File: src/inc/rco_defines.svh
/*
 * constants for the reference clock output block: register offsets, field
 * positions, reset value and divider widths.
 * assumes: included by bare name from inc/, no other header needed.
 */
`ifndef RCO_DEFINES_SVH
`define RCO_DEFINES_SVH

// =====================================================================
// register map
// =====================================================================
`define RCO_CTRL_OFFSET    12'h000
`define RCO_STATUS_OFFSET  12'h004
`define RCO_CTRL_RESET     16'h0000

// =====================================================================
// control fields
// =====================================================================
`define RCO_BIT_OUT_EN     15
`define RCO_BIT_SLEEP_RUN  13
`define RCO_BIT_SRC_SEL    12
`define RCO_DIV_HI         11
`define RCO_DIV_LO         8
`define RCO_CTRL_WMASK     16'hbf00

// =====================================================================
// status fields
// =====================================================================
`define RCO_ST_RUNNING     0
`define RCO_ST_PIN         1
`define RCO_ST_SRC_ACTIVE  2

// =====================================================================
// divider
// =====================================================================
`define RCO_DIV_W          4
`define RCO_CNT_W          15

`endif

File: src/inc/rco_pkg.sv
/*
 * types shared by the reference clock output block.
 * assumes: rco_defines.svh is on the include path.
 */
`include "rco_defines.svh"

package rco_pkg;

    // =================================================================
    // state of the divider
    // =================================================================
    typedef enum logic [1:0] {
        RCO_IDLE    = 2'b00,
        RCO_RUN     = 2'b01,
        RCO_PARKED  = 2'b10
    } rco_state_t;

    typedef struct packed {
        logic [`RCO_CNT_W-1:0] count;
        logic                  tick_out;
        logic                  pin_q;
        logic                  pin_oe;
        rco_state_t            state;
    } rco_div_t;

    typedef struct packed {
        logic [15:0] ctrl;
        logic [31:0] prdata;
        logic        pready;
        logic        pslverr;
    } rco_regs_t;

endpackage

File: src/rtl/rco_divider.sv
/*
 * power-of-two divider for the reference clock output.
 * base clock arrives as a one-cycle enable pulse on the pclk domain, so the
 * pin toggles on base edges and the output stays glitch free.
 * assumes: base_tick is already synchronous to pclk.
 */
`timescale 1ns/1ps

module rco_divider
    import rco_pkg::*;
#(
    parameter int DIV_W = `RCO_DIV_W,
    parameter int CNT_W = `RCO_CNT_W
) (
    input  wire logic             pclk,
    input  wire logic             presetn,
    input  wire logic             clk_en,
    input  wire logic             base_tick,
    input  wire logic             run,
    input  wire logic [DIV_W-1:0] divisor,
    output logic                  pin_out,
    output logic                  running
);

    rco_div_t r;
    rco_div_t next_r;

    // half period in base ticks is 2**(div-1); code 0 passes ticks through
    function automatic logic [CNT_W-1:0] half_period(input logic [DIV_W-1:0] d);
        half_period = (d == '0) ? CNT_W'(1) : (CNT_W'(1) << (d - DIV_W'(1)));
    endfunction

    // =================================================================
    // next state
    // =================================================================
    always_comb begin
        next_r = r;
        case (r.state)
            RCO_IDLE: begin
                next_r.pin_q = 1'b0;
                next_r.count = '0;
                if (run) begin
                    next_r.state = RCO_RUN;
                end
            end
            RCO_RUN: begin
                if (!run) begin
                    // park until the next base tick, so a stop ends a high phase on a base edge
                    next_r.state = RCO_PARKED;
                end else if (base_tick) begin
                    if (divisor == '0) begin
                        next_r.pin_q = 1'b1;
                    end else if (r.count + CNT_W'(1) >= half_period(divisor)) begin
                        next_r.count = '0;
                        next_r.pin_q = ~r.pin_q;
                    end else begin
                        next_r.count = r.count + CNT_W'(1);
                    end
                end else if (divisor == '0) begin
                    next_r.pin_q = 1'b0;                             // pass-through follows the base
                end
            end
            RCO_PARKED: begin
                if (!r.pin_q || base_tick) begin
                    next_r.pin_q = 1'b0;
                    next_r.count = '0;
                    next_r.state = RCO_IDLE;
                end
            end
            default: begin
                next_r.state = RCO_IDLE;
            end
        endcase
        next_r.tick_out = (r.state == RCO_RUN);
        next_r.pin_oe   = 1'b0;
    end

    // =================================================================
    // state register
    // =================================================================
    always_ff @(posedge pclk or negedge presetn) begin
        if (!presetn) begin
            r <= '0;
        end else if (clk_en) begin
            r <= next_r;
        end
    end

    assign pin_out = r.pin_q;
    assign running = r.tick_out;

endmodule // rco_divider

File: src/rtl/rco_ref_clock_out.sv
/*
 * reference clock output block: apb control register, base clock choice,
 * sleep gating and the divided clock driven to the reference output pin.
 * assumes: osc_clk_in arrives asynchronously and is at most a quarter of
 * pclk; the system base clock is represented by pclk itself.
 */
// Added by the designer: register access over APB and the register addresses.
`timescale 1ns/1ps

module rco_ref_clock_out
    import rco_pkg::*;
(
    input  wire logic        pclk,
    input  wire logic        presetn,
    input  wire logic        clk_en,
    input  wire logic        psel,
    input  wire logic        penable,
    input  wire logic        pwrite,
    input  wire logic [11:0] paddr,
    input  wire logic [31:0] pwdata,
    input  wire logic [3:0]  pstrb,
    output logic      [31:0] prdata,
    output logic             pready,
    output logic             pslverr,
    input  wire logic        osc_clk_in,
    input  wire logic        sleep_mode,
    output logic             ref_clock_out_pin,
    output logic             ref_clock_out_pin_oe
);

    // =================================================================
    // state
    // =================================================================
    typedef struct packed {
        logic [15:0] ctrl;
        logic [31:0] prdata;
        logic        pready;
        logic        pslverr;
        logic        osc_s1;
        logic        osc_s2;
        logic        osc_prev;
        logic        pin;
        logic        pin_oe;
    } rco_top_t;

    rco_top_t r;
    rco_top_t next_r;

    logic               div_pin;
    logic               div_running;
    logic               base_tick;
    logic               run;
    logic               sel_hit;
    logic [15:0]        wr_val;

    // one address decode shared by read and write paths
    function automatic logic is_ctrl(input logic [11:0] a);
        is_ctrl = (a == `RCO_CTRL_OFFSET);
    endfunction

    function automatic logic is_status(input logic [11:0] a);
        is_status = (a == `RCO_STATUS_OFFSET);
    endfunction

    // =================================================================
    // base clock choice and gating
    // =================================================================
    // oscillator rising edge seen after the two-stage synchroniser; system
    // clock ticks every pclk (pclk stands in for it), so the divider counts
    // one base edge per tick in both cases
    assign base_tick = r.ctrl[`RCO_BIT_SRC_SEL] ? (r.osc_s2 & ~r.osc_prev)
                                                : 1'b1;
    // the crystal must already run when selected; nothing here starts it
    assign run = r.ctrl[`RCO_BIT_OUT_EN] &
                 (~sleep_mode | r.ctrl[`RCO_BIT_SLEEP_RUN]);

    assign sel_hit = psel & penable;

    // byte lanes of the 16-bit control register
    always_comb begin
        wr_val = r.ctrl;
        if (pstrb[0]) begin
            wr_val[7:0] = pwdata[7:0];
        end
        if (pstrb[1]) begin
            wr_val[15:8] = pwdata[15:8];
        end
        wr_val = wr_val & `RCO_CTRL_WMASK;
    end

    // =================================================================
    // next state
    // =================================================================
    always_comb begin
        next_r          = r;
        next_r.osc_s1   = osc_clk_in;
        next_r.osc_s2   = r.osc_s1;
        next_r.osc_prev = r.osc_s2;
        next_r.pready   = 1'b0;
        next_r.pslverr  = 1'b0;
        // apb: one wait state, answer in the cycle after penable rises
        if (sel_hit && !r.pready) begin
            next_r.pready = 1'b1;
            if (pwrite) begin
                if (is_ctrl(paddr)) begin
                    next_r.ctrl = wr_val;
                end else if (!is_status(paddr)) begin
                    next_r.pslverr = 1'b1;
                end
            end else begin
                next_r.prdata = '0;
                if (is_ctrl(paddr)) begin
                    next_r.prdata[15:0] = r.ctrl;
                end else if (is_status(paddr)) begin
                    next_r.prdata[`RCO_ST_RUNNING]    = div_running;
                    next_r.prdata[`RCO_ST_PIN]        = r.pin;
                    next_r.prdata[`RCO_ST_SRC_ACTIVE] = r.ctrl[`RCO_BIT_SRC_SEL];
                end else begin
                    next_r.pslverr = 1'b1;
                end
            end
        end
        // pin follows divider; released when disabled
        next_r.pin    = div_pin & r.ctrl[`RCO_BIT_OUT_EN];
        next_r.pin_oe = r.ctrl[`RCO_BIT_OUT_EN];
    end

    // =================================================================
    // registers
    // =================================================================
    always_ff @(posedge pclk or negedge presetn) begin
        if (!presetn) begin
            r      <= '0;
            r.ctrl <= `RCO_CTRL_RESET;
        end else if (clk_en) begin
            r <= next_r;
        end
    end

    // =================================================================
    // divider
    // =================================================================
    rco_divider #(
        .DIV_W (`RCO_DIV_W),
        .CNT_W (`RCO_CNT_W)
    ) u_div (
        .pclk      (pclk),
        .presetn   (presetn),
        .clk_en    (clk_en),
        .base_tick (base_tick),
        .run       (run),
        .divisor   (r.ctrl[`RCO_DIV_HI:`RCO_DIV_LO]),
        .pin_out   (div_pin),
        .running   (div_running)
    );

    assign prdata               = r.prdata;
    assign pready               = r.pready;
    assign pslverr              = r.pslverr;
    assign ref_clock_out_pin    = r.pin;
    assign ref_clock_out_pin_oe = r.pin_oe;

endmodule // rco_ref_clock_out

File: config.mk
export PLATFORM = sky130hd
export DESIGN_NAME = rco_ref_clock_out
export DESIGN_NICKNAME = d
export VERILOG_FILES = /design/src/inc/rco_pkg.sv /design/src/rtl/rco_divider.sv /design/src/rtl/rco_ref_clock_out.sv
export VERILOG_INCLUDE_DIRS = /design/src /design/src/inc
export SDC_FILE = /design/constraint.sdc
export NUM_CORES = 1
export LEC_CHECK = 0
export ABC_AREA = 0
export BUFFER_PORTS_ARGS = -buffer_cell sky130_fd_sc_hd__buf_2
export CAP_MARGIN = 40
export CORE_MARGIN = 1
export CORE_UTILIZATION = 46
export CTS_CLUSTER_SIZE = 14
export DETAILED_ROUTE_END_ITERATION = 16
export PLACE_DENSITY = 0.77
export SETUP_SLACK_MARGIN = 0.5
export SYNTH_ARGS = -nofsm -noshare
export SYNTH_HDL_FRONTEND = slang
export SYNTH_SLANG_ARGS = --single-unit
File: constraint.sdc
create_clock -name pclk -period 2.75 [get_ports pclk]
set_clock_uncertainty 0.15 [all_clocks]
set_input_delay 0.4125 -clock pclk [delete_from_list [all_inputs] [get_ports pclk]]
set_output_delay 0.4125 -clock pclk [all_outputs]
set_load 0.005 [all_outputs]
After elaboration in Yosys (flattened, before gate mapping)
Cells that the tools add are included.
{"block": "word_totals", "register_bits": 49, "out_inout_bits": 36, "elab_cells": 75}
{"block": "op_classes", "addsub": 2, "n_lt_le_gt_ge": 1, "eq_ne": 11, "n_shift": 1, "mux": 25, "bitwise_logic": 9, "n_reduce_logical": 13}
{"operator": "$mux 15", "count": 6}
{"operator": "$pmux 15 s3", "count": 1}
{"operator": "$add 15x1->15 const B", "count": 1}
{"operator": "$ge 15x15->1", "count": 1}
{"operator": "$shl 1x4->15 const A", "count": 1}
{"operator": "$mux 13", "count": 1}
{"operator": "$eq 12x3->1 const B", "count": 1}
{"operator": "$logic_not 12->1", "count": 1}
{"operator": "$reduce_and 6->1", "count": 2}
{"operator": "$mux 1", "count": 9}
{"operator": "$mux 2", "count": 4}
{"operator": "$ne 2x1->1 const B", "count": 4}
{"operator": "$mux 3", "count": 2}
{"operator": "$pmux 2 s3", "count": 1}
{"operator": "$reduce_and 5->1", "count": 1}
{"operator": "$and 1x1->1", "count": 4}
{"operator": "$logic_not 4->1", "count": 1}
{"operator": "$ne 2x2->1 const B", "count": 2}
{"operator": "$not 1->1", "count": 4}
{"operator": "$reduce_and 4->1", "count": 1}
{"operator": "$sub 4x1->4 const B", "count": 1}
{"operator": "$ne 3x2->1 const B", "count": 1}
{"operator": "$ne 3x3->1 const B", "count": 1}
{"operator": "$pmux 1 s3", "count": 1}
{"operator": "9 further kinds", "count": 10}

Depth between registers and ports, before layout
Gate-level depths: netlist of the first run.
{"block": "logic_depth", "ltp_word": 9, "ltp_mapped": 14}

By module
A second synthesis of the first run with hierarchy kept.
{"block": "hier_totals", "cells_unflattened": 299, "area_unflattened_um2": 2851.5}
{"mod": "rco_divider", "instances": 1, "cells_each": 194, "area_each_um2": 1614.0, "seq_area_each_um2": 475.5}
{"mod": "rco_ref_clock_out", "instances": 1, "cells_each": 105, "area_each_um2": 1237.4, "seq_area_each_um2": 600.6}

Worst setup path before layout of the first run
Ideal clock, no wire load.
{"block": "synth_timing", "path_kind": "register -> register", "start": "reg u_div.r[5] (netlist name)", "end": "reg u_div.r[6] (netlist name)", "setup_ps": 83, "arrival_ps": 2808, "required_time_ps": 2517, "setup_slack_ps": -291, "stages_incl_launch_ff": 14, "path_buffers": 0, "period_less_slack_ps": 3041, "path_cell_list": "dfrtp_1 -> ha_1 -> nand3_1 -> nor3_1 -> nand2_1 -> or2_2 -> nand2_1 -> ha_1 -> and2_0 -> a221o_1 -> a21oi_1 -> o211ai_1 -> or2_2 -> o21ai_0"}
{"block": "synth_via", "elab_chain_len": 7}
{"element": "start, declared", "line": "rco_divider.sv:25", "rtl": "rco_div_t r;"}
{"element": "start signal, assigned", "line": "rco_divider.sv:85", "rtl": "r <= next_r;"}
{"element": "$add 15x1->15 (*)", "line": "rco_divider.sv:53, rco_divider.sv:57"}
{"element": "$ge 15x15->1", "line": "rco_divider.sv:53", "rtl": "end else if (r.count + CNT_W'(1) >= half_period(divisor)) begin"}
{"element": "$mux 15 (*)", "line": "rco_divider.sv:53"}
{"element": "$mux 15 (*)", "line": "rco_divider.sv:51", "rtl": "if (divisor == '0) begin"}
{"element": "$mux 15 (*)", "line": "rco_divider.sv:50", "rtl": "end else if (base_tick) begin"}
{"element": "$mux 15 (*)", "line": "rco_divider.sv:47", "rtl": "if (!run) begin"}
{"element": "$pmux 15 s3 (*)", "line": "rco_divider.sv:38", "rtl": "case (r.state)"}
Every way passes the cells marked *; elsewhere a longest branch is shown, timed or not. The select of a mux whose other input is x is not followed.
A chain may end at the register's enable or synchronous reset.

Worst setup path after layout of the first run
{"block": "layout_timing", "start": "reg u_div.r[6] (netlist name)", "end": "reg u_div.r[16] (netlist name)"}
Same word-level chain as after synthesis.

==> results of run 1 <==
final timing paths:
check	depth (start not counted)	to	slack, ps
worst max-delay path	12	u_div.r[16]	-270
worst min-delay path	2	r[50]	180
worst max register to register	12	u_div.r[16]	-270
worst min register to register	2	u_div.r[13]	330
max in group asynchronous	3	u_div.r[19]	1520
min in group asynchronous	2	u_div.r[10]	440
Yosys cell counts, types with 5 or more instances:
cell type / count
nand2b_1: 9
dfrtp_1: 43
nor3_1: 6
inv_1: 12
clkbuf_1: 7
nand2_1: 41
mux2_4: 7
buf_4: 32
o21ai_0: 14
nand4_1: 7
nor2_1: 10
nor2b_1: 7
a22o_1: 12
ha_1: 16
nand3_1: 14
a21oi_1: 12
a21o_1: 6
or2_2: 5
metrics by stage:
step,hold WS [ps],worst slack (ps)
floorplan,-33.1,-64.0
global placement,301,-151
detailed placement,259,-217
CTS,179,-200
global route,169,-439
finish,182,-269
state kept, by name, summed over array words and instances, names as in the netlist:
signal,flops
next_r,3
pslverr,1
prdata,10
pready,1
ref_clock_out_pin,1
u_div.r,17
r,7
u_div.pin_out,1
u_div.running,1
ref_clock_out_pin_oe,1
area by class of cell:
type / count / area (um^2)
Clock buffer: 5 / 68.8
Clock inverter: 3 / 46.3
Fill cell: 439 / 2140
Inverter: 12 / 45.0
Multi-Input combinational cell: 220 / 1650
Sequential cell: 43 / 1080
Tap cell: 72 / 90.1
Timing Repair Buffer: 78 / 517
per-layer routing:
metal	vias up	GRT usage [%]	part of all wire (%)
met5	-	0	0
met4	0	7.64	1.5
met3	10	3.43	2.9
met2	63	32.6	53
met1	1100	25.0	42
li1	1107	-	-
power by group through the flow:
stage	logic, uW	registers [uW]	clock network [uW]
floorplan	50.4	656	0
global placement	64.6	656	0
detailed placement	70.4	656	0
CTS	71.7	644	517
global route	82.0	645	542
finish	71.0	644	508
logic make-up (layout without fill, tap and decap cells):
| group | count (synthesis) | after routing | synth area share [%] |
|---|---|---|---|
| other | 1 | 22 | 0.136 |
| buffers and inverters | 54 | 98 | 12.4 |
| multiplexers | 11 | 11 | 5.45 |
| adder cells (fa/ha/maj) | 16 | 16 | 7.27 |
| flip-flops | 43 | 43 | 39.1 |
| AND/OR/NAND/NOR | 110 | 110 | 20.3 |
| XOR/XNOR | 8 | 8 | 2.54 |
| AO/OA/AOI/OAI | 53 | 53 | 12.8 |
repair_timing:
item | 4_1_cts | 5_1_grt
endpoints found under the hold margin | 20 | 0
hold buffers | 1 | 0
pin swaps | 16 | 20
endpoints found under the setup margin | 16 | 16
resized for setup | 16 | 23
setup buffers | 3 | 3
cells in the final DEF (no fill, tap or decap), types with 5 or more instances in the layout:
cell      count
dfrtp_1      43
buf_2        41
nand2_1      35
buf_4        32
conb_1       22
inv_1        12
nand3_1      12
a22o_1       12
ha_1         12
o21ai_0      10
nor2_1        8
nor2b_1       7
nand4_1       7
mux2_4        7
a21oi_2       7
nand2b_1      6
a21o_1        6
nor3_1        5
a21oi_1       5
clkbuf_8      5
worst max-delay path, delay by kind of cell, from the launching register on:
family | cells | cell delay, ps
simple gates | 6 | 1080
compound gates | 2 | 580
flops | 1 | 410
fa+ha+maj | 1 | 280
buf+inv | 2 | 210
xor+xnor | 1 | 170
==> impl_metrics.csv, run 1 <==
group,metric,value,unit
run_status,status,"finished with violations",
run_status,violations,"negative setup slack",
pwr,leakagePower,0.00180,uW
timing,rsz0062_at_grt,"true",
worst_setup_path,cp.required,2790,ps
worst_setup_path,crit_fanout,4,
placed_design,port_buffers,41,
floorplanning,die_h,79.4,um
clocking,cts_sinks,43,
pwr,p_total,1220,uW
timing,worst_pin_slew,613,ps
global_routing,grt_first_pass_wirelength,9510,um
routing,routedWlPerCell,14.2,um
global_routing,overflow,0,
timing,setup_violations,16,
worst_setup_path,crit_path_end_kind,"flip-flop",
hold_path,hold_path_class,"in2reg",
global_routing,antenna_found_initial,0,
worst_setup_path,crit_start,"u_div.r[6]",
routing,dr.pass1.iters,4,
synth,synth-seq-area-share,39.1,%
synth,ys.flop_type,"dfrtp_1",
floorplanning,rows,27,
synth,synth.avg_cell_area,9.30,um^2
floorplanning,die_w,79.4,um
synth,synth_area_leader_cell,"dfrtp_1",
synth,synthesis.instances,296,
cells_and_area,instances_no_fill,433,
cells_and_area,syn2layout_area_growth,27.0,%
floorplanning,dieArea,6300,um^2
timing,fin_setup_tns,-3280,ps
pwr,p_int,943,uW
global_routing,grt_max_degree,24,
routing,ant_nets,0,
timing,hold_viol,0,
placed_design,dpl.cell_count,418,
synth,ys_seq_elements,43,
placed_design,place.gp.congestion,0.793,
synth,synthTopCellsByArea,"dfrtp_1 (39%), buf_4 (8.7%), ha_1 (7.3%), nand2_1 (5.6%), mux2_4 (3.8%)",
timing,maxSlewHeadroom,58.8,%
clocking,clockBufferDepth,2,
placed_design,hpwl,4310,um
pwr,powerDensity,349,nW/um^2
job,cap_violations,0,
pwr,ir_worst_vdd,0.000204,V
clocking,htreeDepth,2,
synth,synth_edf_count,0,
worst_setup_path,worstPathCellList,"buf_6 -> buf_6 -> nand4_1 -> nor2_2 -> nand3_2 -> xnor2_2 -> ha_1 -> and4_4 -> nand4_1 -> o211ai_1 -> nor2_1 -> a22o_1",
clocking,clock_latency,300,ps
clocking,cts_tree,"done",
worst_setup_path,critPathSlowestCell,"dfrtp_1",
pwr,pwr-share-clk,41.5,%
global_routing,track_usage,19.5,%
placed_design,placedInstanceArea,3130,um^2
routing,drtIter0Drc,118,
clocking,cts-root-buf,"clkbuf_8",
worst_setup_path,crit_type,"reg2reg",
pwr,combinationalPowerShare,5.8,%
floorplanning,top_level_ports,92,
worst_setup_path,arrival,3050,ps
worst_setup_path,reg2reg_from,"u_div.r[6]",
worst_setup_path,cp-start-kind,"flip-flop",
routing,wirelength,6130,um
timing,finalMaxSlewViolations,0,
cells_and_area,fin_util,62.0,%
pwr,p_switching,279,uW
synth,async_flop_share,100,%
clocking,clk_pin_slew,90,ps
routing,via_per_inst,5.27,
hold_path,holdCritStartpoint,"pwdata[11]",
worst_setup_path,max_stage_delay,410,ps
cells_and_area,drive_gt1_share,39.1,%
cells_and_area,nets,432,
pwr,p_seq_share,52.7,%
pwr,p_sw_share,22.9,%
cells_and_area,diodes,0,
floorplanning,fp.coreArea,5640,um^2
global_routing,grt_pass1_vias,2100,
timing,min_period,3020,ps
routing,drc,0,
timing,period_share,110,%
timing,fmax,331,MHz
routing,num_vias,2280,
cells_and_area,final_area,3500,um^2
synth,ys_warn_count,0,
synth,synth_top_area_share,39.1,%
synth,post_synth_num_cell_types,40,
synth,syn_area,2750,um^2
clocking,cts-buffers-inserted,5,
floorplanning,start_util,48.8,%
timing,setup_ws,-269,ps
No activity file was read; power rests on OpenSTA's default activity.
==> run 2: changes to the inputs <==
--- a/config.mk
+++ b/config.mk
@@ -7,13 +7,13 @@
 export NUM_CORES = 1
 export LEC_CHECK = 0
 export ABC_AREA = 0
+export ABC_CLOCK_PERIOD_IN_PS = 2750
 export BUFFER_PORTS_ARGS = -buffer_cell sky130_fd_sc_hd__buf_2
 export CAP_MARGIN = 40
 export CORE_MARGIN = 1
-export CORE_UTILIZATION = 46
+export CORE_UTILIZATION = 35
 export CTS_CLUSTER_SIZE = 14
 export DETAILED_ROUTE_END_ITERATION = 16
-export PLACE_DENSITY = 0.77
 export SETUP_SLACK_MARGIN = 0.5
 export SYNTH_ARGS = -nofsm -noshare
 export SYNTH_HDL_FRONTEND = slang
==> constraint.sdc (replaced) <==
create_clock -name pclk -period 2.75 [get_ports pclk]
set_clock_uncertainty 0.15 [all_clocks]
set_input_delay 0.275 -clock pclk [delete_from_list [all_inputs] [get_ports pclk]]
set_output_delay 0.275 -clock pclk [all_outputs]
set_load 0.005 [all_outputs]
==> run 2 against run 1 <==
Compared with the run above:
- the flow still finishes with violations (negative setup slack)
- worst setup slack better by 120 ps
- clock-buffer cell count increased by 1
- hold slack got worse by 140 ps
- global-route usage shrank 4.4 points
- fmax grew 4.2%
- combinational power is 2% lower
- die area rose by 31%
- via count fell by 5.0%
- clock power down 15%
- wire length is 6.0% lower
- power fell by 6.3%
==> impl_metrics.csv, run 2 (same netlist as run 1, synthesis figures left out) <==
group,metric,value,unit
clocking,cts_tree,"done",
global_routing,grt_max_degree,32,
timing,finalMaxSlewViolations,0,
run_status,status,"finished with violations",
worst_setup_path,critPathSlowestCell,"dfrtp_1",
cells_and_area,final_common_cell,"dfrtp_1",
routing,wirelength,5760,um
cells_and_area,drive_gt1_share,37.4,%
timing,period_share,105,%
worst_setup_path,cpMostUsedCell,"nand2_2",
pwr,leakagePower,0.00180,uW
cells_and_area,nets,432,
global_routing,antenna_found_initial,0,
placed_design,hpwl,4430,um
placed_design,dpl.cell_count,447,
routing,dr.pass1.iters,4,
cells_and_area,largest_register_ffs,17,
hold_path,hold_path_class,"in2reg",
pwr,pwr-share-clk,37.7,%
clocking,clockBufferDepth,2,
global_routing,track_usage,15.1,%
worst_setup_path,r2r_setup_slack,-150,ps
floorplanning,fp.coreArea,7450,um^2
cells_and_area,registers.top_by_ff_count,"u_div.r",
pwr,p_total,1140,uW
clocking,cts-root-buf,"clkbuf_8",
floorplanning,die_h,90.7,um
placed_design,place.gp.congestion,0.771,
global_routing,grt_pass1_vias,2160,
clocking,clk_pin_slew,90,ps
worst_setup_path,arrival,2990,ps
worst_setup_path,crit_fanout,12,
worst_setup_path,max_stage_delay,370,ps
clocking,cts-buffers-inserted,5,
pwr,p_switching,272,uW
cells_and_area,final_cell_mix,"dfrtp_1 (43), buf_2 (41), nand2_1 (34), buf_4 (34), conb_1 (22)",
clocking,htreeDepth,2,
timing,worst_pin_slew,611,ps
floorplanning,die_w,90.7,um
floorplanning,top_level_ports,92,
pwr,combinationalPowerShare,6.1,%
worst_setup_path,crit_type,"reg2reg",
global_routing,grt_first_pass_wirelength,10100,um
timing,setup_violations,16,
worst_setup_path,crit_path_end_kind,"flip-flop",
routing,num_vias,2165,
global_routing,overflow,0,
worst_setup_path,cp.required,2840,ps
timing,maxSlewHeadroom,58.9,%
worst_setup_path,reg2reg_from,"u_div.r[11]",
routing,via_per_inst,4.71,
job,cap_violations,0,
floorplanning,rows,31,
worst_setup_path,crit_start,"u_div.r[11]",
pwr,ir_worst_vdd,0.000176,V
clocking,cts_sinks,43,
cells_and_area,fillers,721,
pwr,p_seq_share,56.2,%
run_status,violations,"negative setup slack",
floorplanning,dieArea,8230,um^2
timing,setup_ws,-148,ps
pwr,powerDensity,332,nW/um^2
worst_setup_path,cp-start-kind,"flip-flop",
hold_path,holdCritStartpoint,"pwdata[13]",
cells_and_area,syn2layout_area_growth,25.0,%
pwr,p_int,873,uW
routing,drtIter0Drc,53,
cells_and_area,final_area,3440,um^2
worst_setup_path,worstPathCellList,"nand4_1 -> buf_4 -> nor3_4 -> nand2_2 -> or2_4 -> nand2_4 -> ha_4 -> and2_4 -> a221o_1 -> a21oi_2 -> o2111ai_2 -> buf_12 -> nand2b_4 -> nand2_2",
clocking,clock_latency,300,ps
timing,rsz0062_at_grt,"true",
routing,drc,0,
timing,hold_viol,0,
timing,fmax,345,MHz
placed_design,port_buffers,41,
routing,routedWlPerCell,12.5,um
routing,ant_nets,0,
floorplanning,start_util,37.0,%
placed_design,placedInstanceArea,3180,um^2
timing,min_period,2900,ps
pwr,p_sw_share,23.7,%
cells_and_area,diodes,0,
cells_and_area,instances_no_fill,460,
==> run 2: cell count changes in the layout (fill, tap and decap cells not counted), moves of 3 or more <==
cell | before | now
nand2b_4 | 3 | 6
ha_4 | 4 | 1
buf_6 | 3 | 0
nand2b_1 | 6 | 3
==> run 2: final timing paths <==
| kind | to | cells after the start |
|---|---|---|
| setup reg to reg | u_div.r[10] | 14 |
| setup / recovery | u_div.r[10] | 14 |
| max in group asynchronous | u_div.running | 3 |
| hold reg to reg | u_div.r[13] | 2 |
| min in group asynchronous | u_div.r[13] | 2 |
| hold / removal | r[52] | 2 |
==> run 2: layout make-up <==
class | count | area (um^2) | area share [%]
Timing Repair Buffer | 78 | 510 | 14.8
Multi-Input combinational cell | 220 | 1590 | 46.1
Tap cell | 99 | 124 | 3.60
Sequential cell | 43 | 1080 | 31.2
Clock inverter | 2 | 16.3 | 0.472
Inverter | 12 | 45.0 | 1.31
Clock buffer | 6 | 82.6 | 2.40
==> run 2: power by group through the flow <==
stage	registers (uW)	logic (uW)	clock network, uW
floorplan	656	50.4	0
global placement	656	64.7	0
detailed placement	656	69.5	0
CTS	644	71.0	455
global route	645	79.7	472
finish	644	69.6	431
==> run 2: routing by layer <==
metal	vias up	GRT usage (%)	share of wire, %
li1	1100	-	-
met1	1021	19.3	48
met2	37	25.9	48
met3	7	2.02	2.4
met4	0	5.65	1.7
met5	-	0	0
==> run 2: critical path: cells and delay by family (launching register included) <==
kind	cells	cell delay (ps)
AND/OR/NAND/NOR	8	1090
AO/OA/AOI/OAI	3	630
flip-flops	1	370
buffers and inverters	2	370
adder cells (fa/ha/maj)	1	200
==> run 2: through the flow <==
step	hold slack (ps)	util, %	TNS, ps	worst slack (ps)
after CTS	34.7	45.7	-2650	-200
after floorplan	-171	-	-548	-64.0
after detailed placement	40.0	42.8	-3170	-227
final	46.5	46.2	-2080	-148
after global placement	306	42.5	-2430	-170
after global routing	36.3	46.2	-4960	-354
==> run 2: repair_timing <==
item	4_1_cts	5_1_grt
gates cloned	0	0
hold buffers	1	0
pin swaps	8	9
endpoints found under the setup margin	16	16
resized for setup	17	9
setup buffers	3	1
endpoints found under the hold margin	12	0
